$ cat src/inc/ctr_pkg.sv
// Package with the constants and types of the converter trim register bank.
package ctr_pkg;

    // ----------------------------------------------------------------
    // Bus geometry
    // ----------------------------------------------------------------
    localparam int unsigned CTR_ADDR_W = 12;
    localparam int unsigned CTR_DATA_W = 32;
    localparam int unsigned CTR_IDX_W = 10;
    localparam int unsigned CTR_NUM_OFS = 4;
    localparam int unsigned CTR_NUM_GAIN = 4;
    localparam int unsigned CTR_NUM_TRIM = 8;
    localparam int unsigned CTR_FUSE_AW = 3;

    // ----------------------------------------------------------------
    // Register indices; the byte address is four times the index
    // ----------------------------------------------------------------
    localparam logic [9:0] CTR_IDX_OFFSET_TRIM_CORE3_THIRD_INPUT = 10'h338;
    localparam logic [9:0] CTR_IDX_OFFSET_TRIM_CORE3_FOURTH_INPUT = 10'h33A;
    localparam logic [9:0] CTR_IDX_OFFSET_TRIM_CORE4 = 10'h33C;
    localparam logic [9:0] CTR_IDX_OFFSET_TRIM_CORE5 = 10'h33E;
    localparam logic [9:0] CTR_IDX_FINE_GAIN_TRIM_CORE0 = 10'h360;
    localparam logic [9:0] CTR_IDX_FINE_GAIN_TRIM_CORE1 = 10'h361;
    localparam logic [9:0] CTR_IDX_FINE_GAIN_TRIM_CORE2_FIRST_INPUT = 10'h362;
    localparam logic [9:0] CTR_IDX_FINE_GAIN_TRIM_CORE2_SECOND_INPUT = 10'h363;

    // ----------------------------------------------------------------
    // Field layout and reset values
    // ----------------------------------------------------------------
    localparam int unsigned CTR_OFS_W = 16;
    localparam int unsigned CTR_OFS_VAL_W = 12;
    localparam int unsigned CTR_OFS_RSV_LSB = 12;
    localparam int unsigned CTR_GAIN_W = 8;
    localparam int unsigned CTR_GAIN_VAL_W = 5;
    localparam int unsigned CTR_GAIN_RSV_LSB = 5;
    localparam logic [15:0] CTR_OFS_RESET = 16'h0000;
    localparam logic [7:0] CTR_GAIN_RESET = 8'h00;

    // ----------------------------------------------------------------
    // Carriers
    // ----------------------------------------------------------------
    typedef struct packed {
        logic psel;
        logic penable;
        logic pwrite;
        logic [11:0] paddr;
        logic [31:0] pwdata;
        logic [3:0] pstrb;
    } ctr_apb_req_t;

    typedef struct packed {
        logic pready;
        logic pslverr;
        logic [31:0] prdata;
    } ctr_apb_rsp_t;

    typedef struct packed {
        logic [11:0] offsetCore3;
        logic [11:0] offsetCore4;
        logic [11:0] offsetCore5;
        logic [4:0] gainCore0;
        logic [4:0] gainCore1;
        logic [4:0] gainCore2;
    } ctr_trim_out_t;

    typedef struct packed {
        logic valid;
        logic [2:0] idx;
        logic [15:0] data;
    } ctr_fuse_wr_t;

    typedef struct packed {
        logic isOfs;
        logic isGain;
        logic [1:0] sel;
    } ctr_dec_t;

    typedef enum logic [1:0] {LDR_READ, LDR_DRAIN, LDR_DONE} ctr_ldr_phase_t;

    typedef struct packed {
        ctr_ldr_phase_t phase;
        logic [2:0] addr;
        logic [2:0] prevAddr;
        ctr_fuse_wr_t wr;
        logic done;
    } ctr_ldr_state_t;

    typedef struct packed {
        logic [3:0][15:0] ofs;
        logic [3:0][7:0] gain;
        logic [31:0] rdata;
        logic slverr;
        logic loaded;
        ctr_trim_out_t trim;
    } ctr_bank_state_t;

endpackage : ctr_pkg

$ cat src/design/ctr_fuse_loader.sv
// Sequencer that copies the factory fuse words into the trim bank after reset.
`timescale 1ns/10ps
module ctr_fuse_loader #(
    parameter int unsigned NUM_WORDS = 8,
    parameter int unsigned ADDR_W = 3
) (
    input wire logic ref_clk,
    input wire logic reset_n,
    output logic fuseRdEn,
    output logic [2:0] fuseAddr,
    input wire logic [15:0] fuseData,
    output ctr_pkg::ctr_fuse_wr_t fuseWr,
    output logic loadDone
);
    import ctr_pkg::*;

    if (NUM_WORDS < 2 || NUM_WORDS > (1 << ADDR_W) || ADDR_W != CTR_FUSE_AW)
    begin : g_bad_param
        $error("Fuse loader geometry not supported.");
    end

    localparam logic [2:0] LAST_ADDR = 3'(NUM_WORDS - 1);

    ctr_ldr_state_t st;
    ctr_ldr_state_t nxt_st;

    // ----------------------------------------------------------------
    // Read sequence: the fuse array answers one cycle after a read
    // ----------------------------------------------------------------
    always_comb
    begin
        nxt_st = st;
        nxt_st.wr.valid = 1'b0;
        unique case (st.phase)
            LDR_READ:
            begin
                if (st.addr != 3'h0)
                begin
                    nxt_st.wr.valid = 1'b1;
                    nxt_st.wr.idx = st.prevAddr;
                    nxt_st.wr.data = fuseData;
                end
                nxt_st.prevAddr = st.addr;
                if (st.addr == LAST_ADDR)
                begin
                    nxt_st.phase = LDR_DRAIN;
                end
                else
                begin
                    nxt_st.addr = st.addr + 3'h1;
                end
            end
            LDR_DRAIN:
            begin
                nxt_st.wr.valid = 1'b1;
                nxt_st.wr.idx = st.prevAddr;
                nxt_st.wr.data = fuseData;
                nxt_st.phase = LDR_DONE;
                nxt_st.done = 1'b1;
            end
            LDR_DONE:
            begin
                nxt_st.done = 1'b1;
            end
            default:
            begin
                nxt_st.phase = LDR_DONE;
                nxt_st.done = 1'b1;
            end
        endcase
    end

    always_ff @(posedge ref_clk or negedge reset_n)
    begin
        if (!reset_n)
        begin
            st <= '{phase: LDR_READ, addr: 3'h0, prevAddr: 3'h0,
                    wr: '{valid: 1'b0, idx: 3'h0, data: 16'h0000}, done: 1'b0};
        end
        else
        begin
            st <= nxt_st;
        end
    end

    assign fuseRdEn = (st.phase == LDR_READ);
    assign fuseAddr = st.addr;
    assign fuseWr = st.wr;
    assign loadDone = st.done;

endmodule : ctr_fuse_loader

$ cat src/design/ctr_trim_bank.sv
// Offset and fine gain trim register bank for the converter cores, with APB access.
//
// Functional notes
// - Offset trims keep a 12-bit value in bits 11:0, applied to cores 3, 4, 5.
// - Core 3 uses one offset for third input pair, another for fourth.
// - Gain trims keep a 5-bit value in bits 4:0, applied to its core gain.
// - Core 2 uses one gain for first input pair, another for second.
// - All trims load their power-up value from fuse storage; reset value zero.
// - Offsets are 16-bit at even addresses, gains 8-bit at consecutive addresses.
// - Offset trim values are treated as unsigned numbers.
`timescale 1ns/10ps
module ctr_trim_bank (
    input wire logic ref_clk,
    input wire logic reset_n,
    input wire ctr_pkg::ctr_apb_req_t apbReq,
    output ctr_pkg::ctr_apb_rsp_t apbRsp,
    input wire logic core3SampleFourth,
    input wire logic core2SampleSecond,
    output logic fuseRdEn,
    output logic [2:0] fuseAddr,
    input wire logic [15:0] fuseData,
    output ctr_pkg::ctr_trim_out_t trimOut,
    output logic loadDone
);
    import ctr_pkg::*;

    ctr_bank_state_t st;
    ctr_bank_state_t nxt_st;
    ctr_fuse_wr_t fuseWr;
    logic ldrDone;
    logic accessWr;
    ctr_dec_t reqDec;
    logic [CTR_NUM_OFS-1:0] ofsHit;
    logic [CTR_NUM_GAIN-1:0] gainHit;

    // ----------------------------------------------------------------
    // Elaboration checks
    // ----------------------------------------------------------------
    if (CTR_NUM_OFS + CTR_NUM_GAIN != CTR_NUM_TRIM)
    begin : g_bad_count
        $error("Trim register count does not match the fuse word count.");
    end

    if (CTR_NUM_TRIM != (1 << CTR_FUSE_AW))
    begin : g_bad_fuse
        $error("Fuse address width does not cover the trim registers.");
    end

    if (CTR_FUSE_AW != 3)
    begin : g_bad_faw
        $error("Fuse address port is three bits wide.");
    end

    if (CTR_NUM_OFS != 4)
    begin : g_bad_ofs_num
        $error("Offset select field is two bits wide.");
    end

    if (CTR_NUM_GAIN != 4)
    begin : g_bad_gain_num
        $error("Gain select field is two bits wide.");
    end

    if (CTR_IDX_W + 2 != CTR_ADDR_W)
    begin : g_bad_addr
        $error("Address width must be the index width plus two.");
    end

    if (CTR_DATA_W != 32)
    begin : g_bad_data
        $error("Bus data width must be 32 bits.");
    end

    if (CTR_OFS_W != 16 || CTR_GAIN_W != 8)
    begin : g_bad_store
        $error("Register storage widths are fixed by the state struct.");
    end

    if (CTR_OFS_VAL_W > CTR_OFS_W)
    begin : g_bad_ofs_field
        $error("Offset value wider than its register.");
    end

    if (CTR_GAIN_VAL_W > CTR_GAIN_W)
    begin : g_bad_gain_field
        $error("Gain value wider than its register.");
    end

    if (CTR_OFS_RSV_LSB != CTR_OFS_VAL_W)
    begin : g_bad_ofs_rsv
        $error("Offset reserved field must sit right above the value.");
    end

    if (CTR_GAIN_RSV_LSB != CTR_GAIN_VAL_W)
    begin : g_bad_gain_rsv
        $error("Gain reserved field must sit right above the value.");
    end

    if (CTR_IDX_OFFSET_TRIM_CORE3_FOURTH_INPUT != CTR_IDX_OFFSET_TRIM_CORE3_THIRD_INPUT + 10'h002
        || CTR_IDX_OFFSET_TRIM_CORE4 != CTR_IDX_OFFSET_TRIM_CORE3_FOURTH_INPUT + 10'h002
        || CTR_IDX_OFFSET_TRIM_CORE5 != CTR_IDX_OFFSET_TRIM_CORE4 + 10'h002)
    begin : g_bad_ofs_map
        $error("Offset registers must sit at consecutive even locations.");
    end

    if (CTR_IDX_FINE_GAIN_TRIM_CORE1 != CTR_IDX_FINE_GAIN_TRIM_CORE0 + 10'h001
        || CTR_IDX_FINE_GAIN_TRIM_CORE2_FIRST_INPUT != CTR_IDX_FINE_GAIN_TRIM_CORE1 + 10'h001
        || CTR_IDX_FINE_GAIN_TRIM_CORE2_SECOND_INPUT != CTR_IDX_FINE_GAIN_TRIM_CORE2_FIRST_INPUT + 10'h001)
    begin : g_bad_gain_map
        $error("Gain registers must sit at consecutive locations.");
    end

    // ----------------------------------------------------------------
    // Address decoding
    // ----------------------------------------------------------------
    function automatic ctr_dec_t ctrDecode(input logic [11:0] addr);
        ctr_dec_t dec;
        logic [9:0] idx;
        dec = '{isOfs: 1'b0, isGain: 1'b0, sel: 2'h0};
        idx = addr[11:2];
        if (addr[1:0] == 2'h0)
        begin
            unique case (idx)
                CTR_IDX_OFFSET_TRIM_CORE3_THIRD_INPUT:
                    dec = '{isOfs: 1'b1, isGain: 1'b0, sel: 2'h0};
                CTR_IDX_OFFSET_TRIM_CORE3_FOURTH_INPUT:
                    dec = '{isOfs: 1'b1, isGain: 1'b0, sel: 2'h1};
                CTR_IDX_OFFSET_TRIM_CORE4:
                    dec = '{isOfs: 1'b1, isGain: 1'b0, sel: 2'h2};
                CTR_IDX_OFFSET_TRIM_CORE5:
                    dec = '{isOfs: 1'b1, isGain: 1'b0, sel: 2'h3};
                CTR_IDX_FINE_GAIN_TRIM_CORE0:
                    dec = '{isOfs: 1'b0, isGain: 1'b1, sel: 2'h0};
                CTR_IDX_FINE_GAIN_TRIM_CORE1:
                    dec = '{isOfs: 1'b0, isGain: 1'b1, sel: 2'h1};
                CTR_IDX_FINE_GAIN_TRIM_CORE2_FIRST_INPUT:
                    dec = '{isOfs: 1'b0, isGain: 1'b1, sel: 2'h2};
                CTR_IDX_FINE_GAIN_TRIM_CORE2_SECOND_INPUT:
                    dec = '{isOfs: 1'b0, isGain: 1'b1, sel: 2'h3};
                default:
                    dec = '{isOfs: 1'b0, isGain: 1'b0, sel: 2'h0};
            endcase
        end
        return dec;
    endfunction : ctrDecode

    function automatic logic [31:0] ctrReadWord(input ctr_dec_t dec,
                                                input logic [3:0][15:0] ofs,
                                                input logic [3:0][7:0] gain);
        logic [31:0] word;
        word = 32'h00000000;
        if (dec.isOfs)
        begin
            word = {16'h0000, ofs[dec.sel]};
        end
        else if (dec.isGain)
        begin
            word = {24'h000000, gain[dec.sel]};
        end
        return word;
    endfunction : ctrReadWord

    function automatic logic [15:0] ctrMergeOfs(input logic [15:0] old,
                                                input logic [31:0] wdata,
                                                input logic [3:0] strb);
        logic [15:0] word;
        word = old;
        for (int b = 0; b < 2; b++)
        begin
            if (strb[b])
            begin
                word[b*8 +: 8] = wdata[b*8 +: 8];
            end
        end
        return word;
    endfunction : ctrMergeOfs

    // ----------------------------------------------------------------
    // Fuse loading
    // ----------------------------------------------------------------
    ctr_fuse_loader #(
        .NUM_WORDS(CTR_NUM_TRIM),
        .ADDR_W(CTR_FUSE_AW)
    ) u_fuse_loader (
        .ref_clk(ref_clk),
        .reset_n(reset_n),
        .fuseRdEn(fuseRdEn),
        .fuseAddr(fuseAddr),
        .fuseData(fuseData),
        .fuseWr(fuseWr),
        .loadDone(ldrDone)
    );

    // ----------------------------------------------------------------
    // Bus request qualification
    // ----------------------------------------------------------------
    assign reqDec = ctrDecode(apbReq.paddr);
    assign accessWr = apbReq.psel && apbReq.penable && apbReq.pwrite && st.loaded;

    // ----------------------------------------------------------------
    // Per-register write strobes
    // ----------------------------------------------------------------
    for (genvar i = 0; i < CTR_NUM_OFS; i++)
    begin : g_ofs_hit
        assign ofsHit[i] = accessWr && reqDec.isOfs && (reqDec.sel == 2'(i));
    end

    for (genvar i = 0; i < CTR_NUM_GAIN; i++)
    begin : g_gain_hit
        assign gainHit[i] = accessWr && reqDec.isGain && (reqDec.sel == 2'(i));
    end

    // ----------------------------------------------------------------
    // Next state
    // ----------------------------------------------------------------
    always_comb
    begin
        nxt_st = st;
        nxt_st.loaded = ldrDone && !fuseWr.valid;

        if (fuseWr.valid)
        begin
            if (!fuseWr.idx[2])
            begin
                nxt_st.ofs[fuseWr.idx[1:0]] = fuseWr.data;
            end
            else
            begin
                nxt_st.gain[fuseWr.idx[1:0]] = fuseWr.data[7:0];
            end
        end

        if (apbReq.psel)
        begin
            nxt_st.rdata = ctrReadWord(reqDec, st.ofs, st.gain);
            nxt_st.slverr = !(reqDec.isOfs || reqDec.isGain);
        end

        for (int i = 0; i < CTR_NUM_OFS; i++)
        begin
            if (ofsHit[i])
            begin
                nxt_st.ofs[i] = ctrMergeOfs(nxt_st.ofs[i], apbReq.pwdata,
                                            apbReq.pstrb);
            end
        end
        for (int i = 0; i < CTR_NUM_GAIN; i++)
        begin
            if (gainHit[i] && apbReq.pstrb[0])
            begin
                nxt_st.gain[i] = apbReq.pwdata[7:0];
            end
        end

        if (core3SampleFourth)
        begin
            nxt_st.trim.offsetCore3 = nxt_st.ofs[1][CTR_OFS_VAL_W-1:0];
        end
        else
        begin
            nxt_st.trim.offsetCore3 = nxt_st.ofs[0][CTR_OFS_VAL_W-1:0];
        end
        nxt_st.trim.offsetCore4 = nxt_st.ofs[2][CTR_OFS_VAL_W-1:0];
        nxt_st.trim.offsetCore5 = nxt_st.ofs[3][CTR_OFS_VAL_W-1:0];

        nxt_st.trim.gainCore0 = nxt_st.gain[0][CTR_GAIN_VAL_W-1:0];
        nxt_st.trim.gainCore1 = nxt_st.gain[1][CTR_GAIN_VAL_W-1:0];
        if (core2SampleSecond)
        begin
            nxt_st.trim.gainCore2 = nxt_st.gain[3][CTR_GAIN_VAL_W-1:0];
        end
        else
        begin
            nxt_st.trim.gainCore2 = nxt_st.gain[2][CTR_GAIN_VAL_W-1:0];
        end
    end

    // ----------------------------------------------------------------
    // State register
    // ----------------------------------------------------------------
    always_ff @(posedge ref_clk or negedge reset_n)
    begin
        if (!reset_n)
        begin
            st <= '{ofs: {CTR_NUM_OFS{CTR_OFS_RESET}},
                    gain: {CTR_NUM_GAIN{CTR_GAIN_RESET}},
                    rdata: 32'h00000000,
                    slverr: 1'b0,
                    loaded: 1'b0,
                    trim: '0};
        end
        else
        begin
            st <= nxt_st;
        end
    end

    // ----------------------------------------------------------------
    // Outputs
    // ----------------------------------------------------------------
    assign apbRsp.pready = st.loaded;
    assign apbRsp.pslverr = st.slverr && apbReq.psel && apbReq.penable && st.loaded;
    assign apbRsp.prdata = st.rdata;
    assign trimOut = st.trim;
    assign loadDone = st.loaded;

endmodule : ctr_trim_bank

$ cat config.mk
export PLATFORM = sky130hd
export DESIGN_NAME = ctr_trim_bank
export DESIGN_NICKNAME = d
export VERILOG_FILES = /design/src/inc/ctr_pkg.sv /design/src/design/ctr_fuse_loader.sv /design/src/design/ctr_trim_bank.sv
export SDC_FILE = /design/constraint.sdc
export NUM_CORES = 1
export LEC_CHECK = 0
export CORE_UTILIZATION = 50
export CTS_CLUSTER_SIZE = 14
export DETAILED_ROUTE_END_ITERATION = 8
export DONT_BUFFER_PORTS = 1
export PLACE_DENSITY = 0.68
export SETUP_SLACK_MARGIN = 0.3
export SYNTH_ARGS = -nofsm -noshare
export SYNTH_HDL_FRONTEND = slang
export SYNTH_HIERARCHICAL = 1
export SYNTH_SLANG_ARGS = --single-unit
export TNS_END_PERCENT = 30
$ cat constraint.sdc
create_clock -name ref_clk -period 2.19 [get_ports ref_clk]
set_input_delay 0.3285 -clock ref_clk [delete_from_list [all_inputs] [get_ports ref_clk]]
set_output_delay 0.3285 -clock ref_clk [all_outputs]
set_load 0.01 [all_outputs]
==> flow_metrics.tcl <==
set metrics [dict create \
    fin_area_um2 9760 \
    fmax_ghz 0.538 \
    wl_per_cell_um 22.7 \
    crit_arrival_ps 2150 \
    dr.first_iter.drc_count 453 \
    io_pins 161 \
    skew_ps 13.9 \
    cellPowerDensity_nw_per_um2 675 \
    firstDrtPassIters 7 \
    gp_congestion 0.942 \
    routed_wl_um 24800 \
    synth_top_area_share_pct 42.6 \
    die_h_um 139 \
    synth_area_um2 9400 \
    placement.io_buffers 0 \
    grt_max_degree 161 \
    cp_slowest_cell "a2111oi_0" \
    post-dp-hpwl_um 17200 \
    violations "DRC, hold timing" \
    synth.most_common_cell "dfrtp_1" \
    min_path_type "in -> async" \
    slowest_delay_ps 600 \
    final-hold-violation-count 160 \
    max-slew-margin-rel_pct 46.9 \
    drive_above_1_share_pct 16.9 \
    grt_pass1_wl_um 38200 \
    synth.top_cells.by_area "dfrtp_1, mux2i_1, buf_4, a21oi_1, nor2_1" \
    crit_required_ps 2480 \
    worst_pin_slew_ps 797 \
    diodes 0 \
    setup_tns_ps 0 \
    place_area_um2 9140 \
    synth_warnings 6 \
    clk_pin_slew_ps 60 \
    synth_common_cells "dfrtp_1, mux2i_1, buf_4" \
    worstSetupPathType "in -> reg" \
    die_w_um 139 \
    cts_hold_buf 1 \
    synth_flop_cell "dfrtp_1" \
    viasPerCell 6.06 \
    fin_ws_ps 330 \
    synthArstFlopShare_pct 100 \
    period_needed_ps 1860 \
    ys_seq_area_share_pct 42.6 \
    core_um2 18200 \
    rsz0062_at_grt "yes" \
    yosysTopAreaCell "dfrtp_1" \
    timing.final.crit_share_pct 84.9 \
    startpoint_type "input port" \
    pre_cts_slack_ps 4.73 \
    synth.distinct_cells 62 \
    p_leak_nw 4.20 \
    synth_seq_cells 160 \
    fp.dieArea_um2 19400 \
    clk_path_buf_depth 2 \
    clock-sinks 160 \
    area_growth_pct 3.86 \
    overflow 0 \
    fp-row-count 49 \
    root_buffer "clkbuf_16" \
    worstSetupEndpointType "register" \
    final_nets 928 \
    slew_violations 0 \
    run_status "finished, violations left" \
    cts_tree "built" \
    grt_pass1_vias 6504 \
    start_util_pct 51.6 \
    htreeDepth 4 \
    peakVddDrop_v 0.000545 \
    track_usage_pct 26.1 \
    maxCapViolCount 0 \
    finalSetupViolCount 0 \
    hold_slack_ps -408 \
    vias 6617 \
    synth_edf_count 0 \
    insertion_delay_ps 440 \
    crit_fanout 8 \
    cts_buffers 17 \
    drc 6 \
    synthCells 943 \
    grt_antenna_before_repair 0 \
    final.fill_count 1613 \
    synth.avg_cell_area_um2 9.97 \
    drtAntennaViolNets 0 \
    crit_chain "nor4b_4 -> buf_4 -> a22o_2 -> nand2_1 -> a2111oi_0 -> a211o_1 -> o221ai_1" \
]
-- final timing paths --
kind | depth (start not counted) | start | end | slack [ps]
worst max-delay path | 7 | apbReq[42] | apbRsp[1]$_DFFE_PN0P_ | 330
worst min-delay path | 0 | reset_n | st[88]$_DFFE_PN0P_ | -410
worst max register to register | 7 | loadDone$_DFF_PN0_ | trimOut[41]$_DFF_PN0_ | 330
worst min register to register | 1 | u_fuse_loader/loadDone$_DFFE_PN0N_ | u_fuse_loader/loadDone$_DFFE_PN0N_ | 470
max in group asynchronous | 0 | reset_n | u_fuse_loader/fuseWr[16]$_DFFE_PN0P_ | 2140
min in group ref_clk | 2 | apbReq[8] | trimOut[4]$_DFF_PN0_ | 10
-- placed cells by master (no fill, tap or decap), drive strengths merged, types with 10 or more instances in the layout --
cell type  instances
dfrtp            160
mux2i            124
nor2             101
a21oi             83
nand2             62
buf               53
nand3             29
clkbuf            22
nand4bb           20
nand2b            19
o211ai            19
o21a              17
conb              16
o221a             12
nand4             10
o221ai            10
a22oi             10
mux2              10
-- what timing repair did --
action,CTS,global route
setup endpoints to repair,14,40
endpoints found under the hold margin,161,160
buffers inserted,0,1
gates resized for setup,1,6
-- sequential cells by signal, summed over array words and instances, names as in the netlist --
name	count
apbRsp	16
loadDone	1
st	75
trimOut	39
u_fuse_loader/fuseAddr	3
u_fuse_loader/fuseWr	20
u_fuse_loader/loadDone	1
u_fuse_loader/st	5
-- worst max-delay path: cells and delay by family --
family / cells / cell delay (ps)
compound gates: 4 / 1140
buf+inv: 1 / 230
simple gates: 2 / 440
-- metrics by stage --
stage / instances / power (mW) / hold WS (ps) / util (%)
6_report: 1092 / 6.59 / -408 / 53.6
5_1_grt: 1092 / 6.80 / -419 / 53.6
4_1_cts: 1091 / 6.63 / -421 / 53.5
3_5_place_dp: 1062 / 3.58 / 38.5 / 50.2
3_3_place_gp: 1062 / 3.57 / 38.7 / 50.2
2_1_floorplan: 958 / 3.63 / 32.9 / -
-- layout make-up --
| type | count | area [µm²] | area share, % |
|---|---|---|---|
| multi-input cells | 612 | 4360 | 44.7 |
| flip-flops and latches | 160 | 4010 | 41.0 |
| clock buffers | 22 | 484 | 4.96 |
| repair buffers | 54 | 483 | 4.95 |
| well taps | 229 | 287 | 2.93 |
| clock inverters | 6 | 108 | 1.10 |
| inverters | 9 | 33.8 | 0.346 |
-- cells by family after synthesis --
logic type / after synthesis / share of synthesized area, %
and+or+nand+nor: 281 / 16.0
buffers and inverters: 186 / 12.5
AOI/OAI and AO/OA: 177 / 14.0
DFF: 160 / 42.6
muxes: 134 / 14.4
adders and majority gates: 3 / 0.399
other: 1 / 0.0399
xor gates and xnor gates: 1 / 0.0932
-- report_power, final --
| group | internal (mW) | switching (mW) |
|---|---|---|
| Sequential | 3.09 | 0.158 |
| Clock | 1.88 | 1.17 |
| Combinational | 0.149 | 0.142 |
| Total | 5.12 | 1.47 |
-- metal layers --
layer	GRT usage, %	up-vias	part of all wire (%)
met5	0	-	0
li1	-	3046	-
met4	9.53	0	2.5
met2	42.7	235	48
met3	6.53	43	7.1
met1	33.4	3293	42
(Power assumes the default switching activity.)
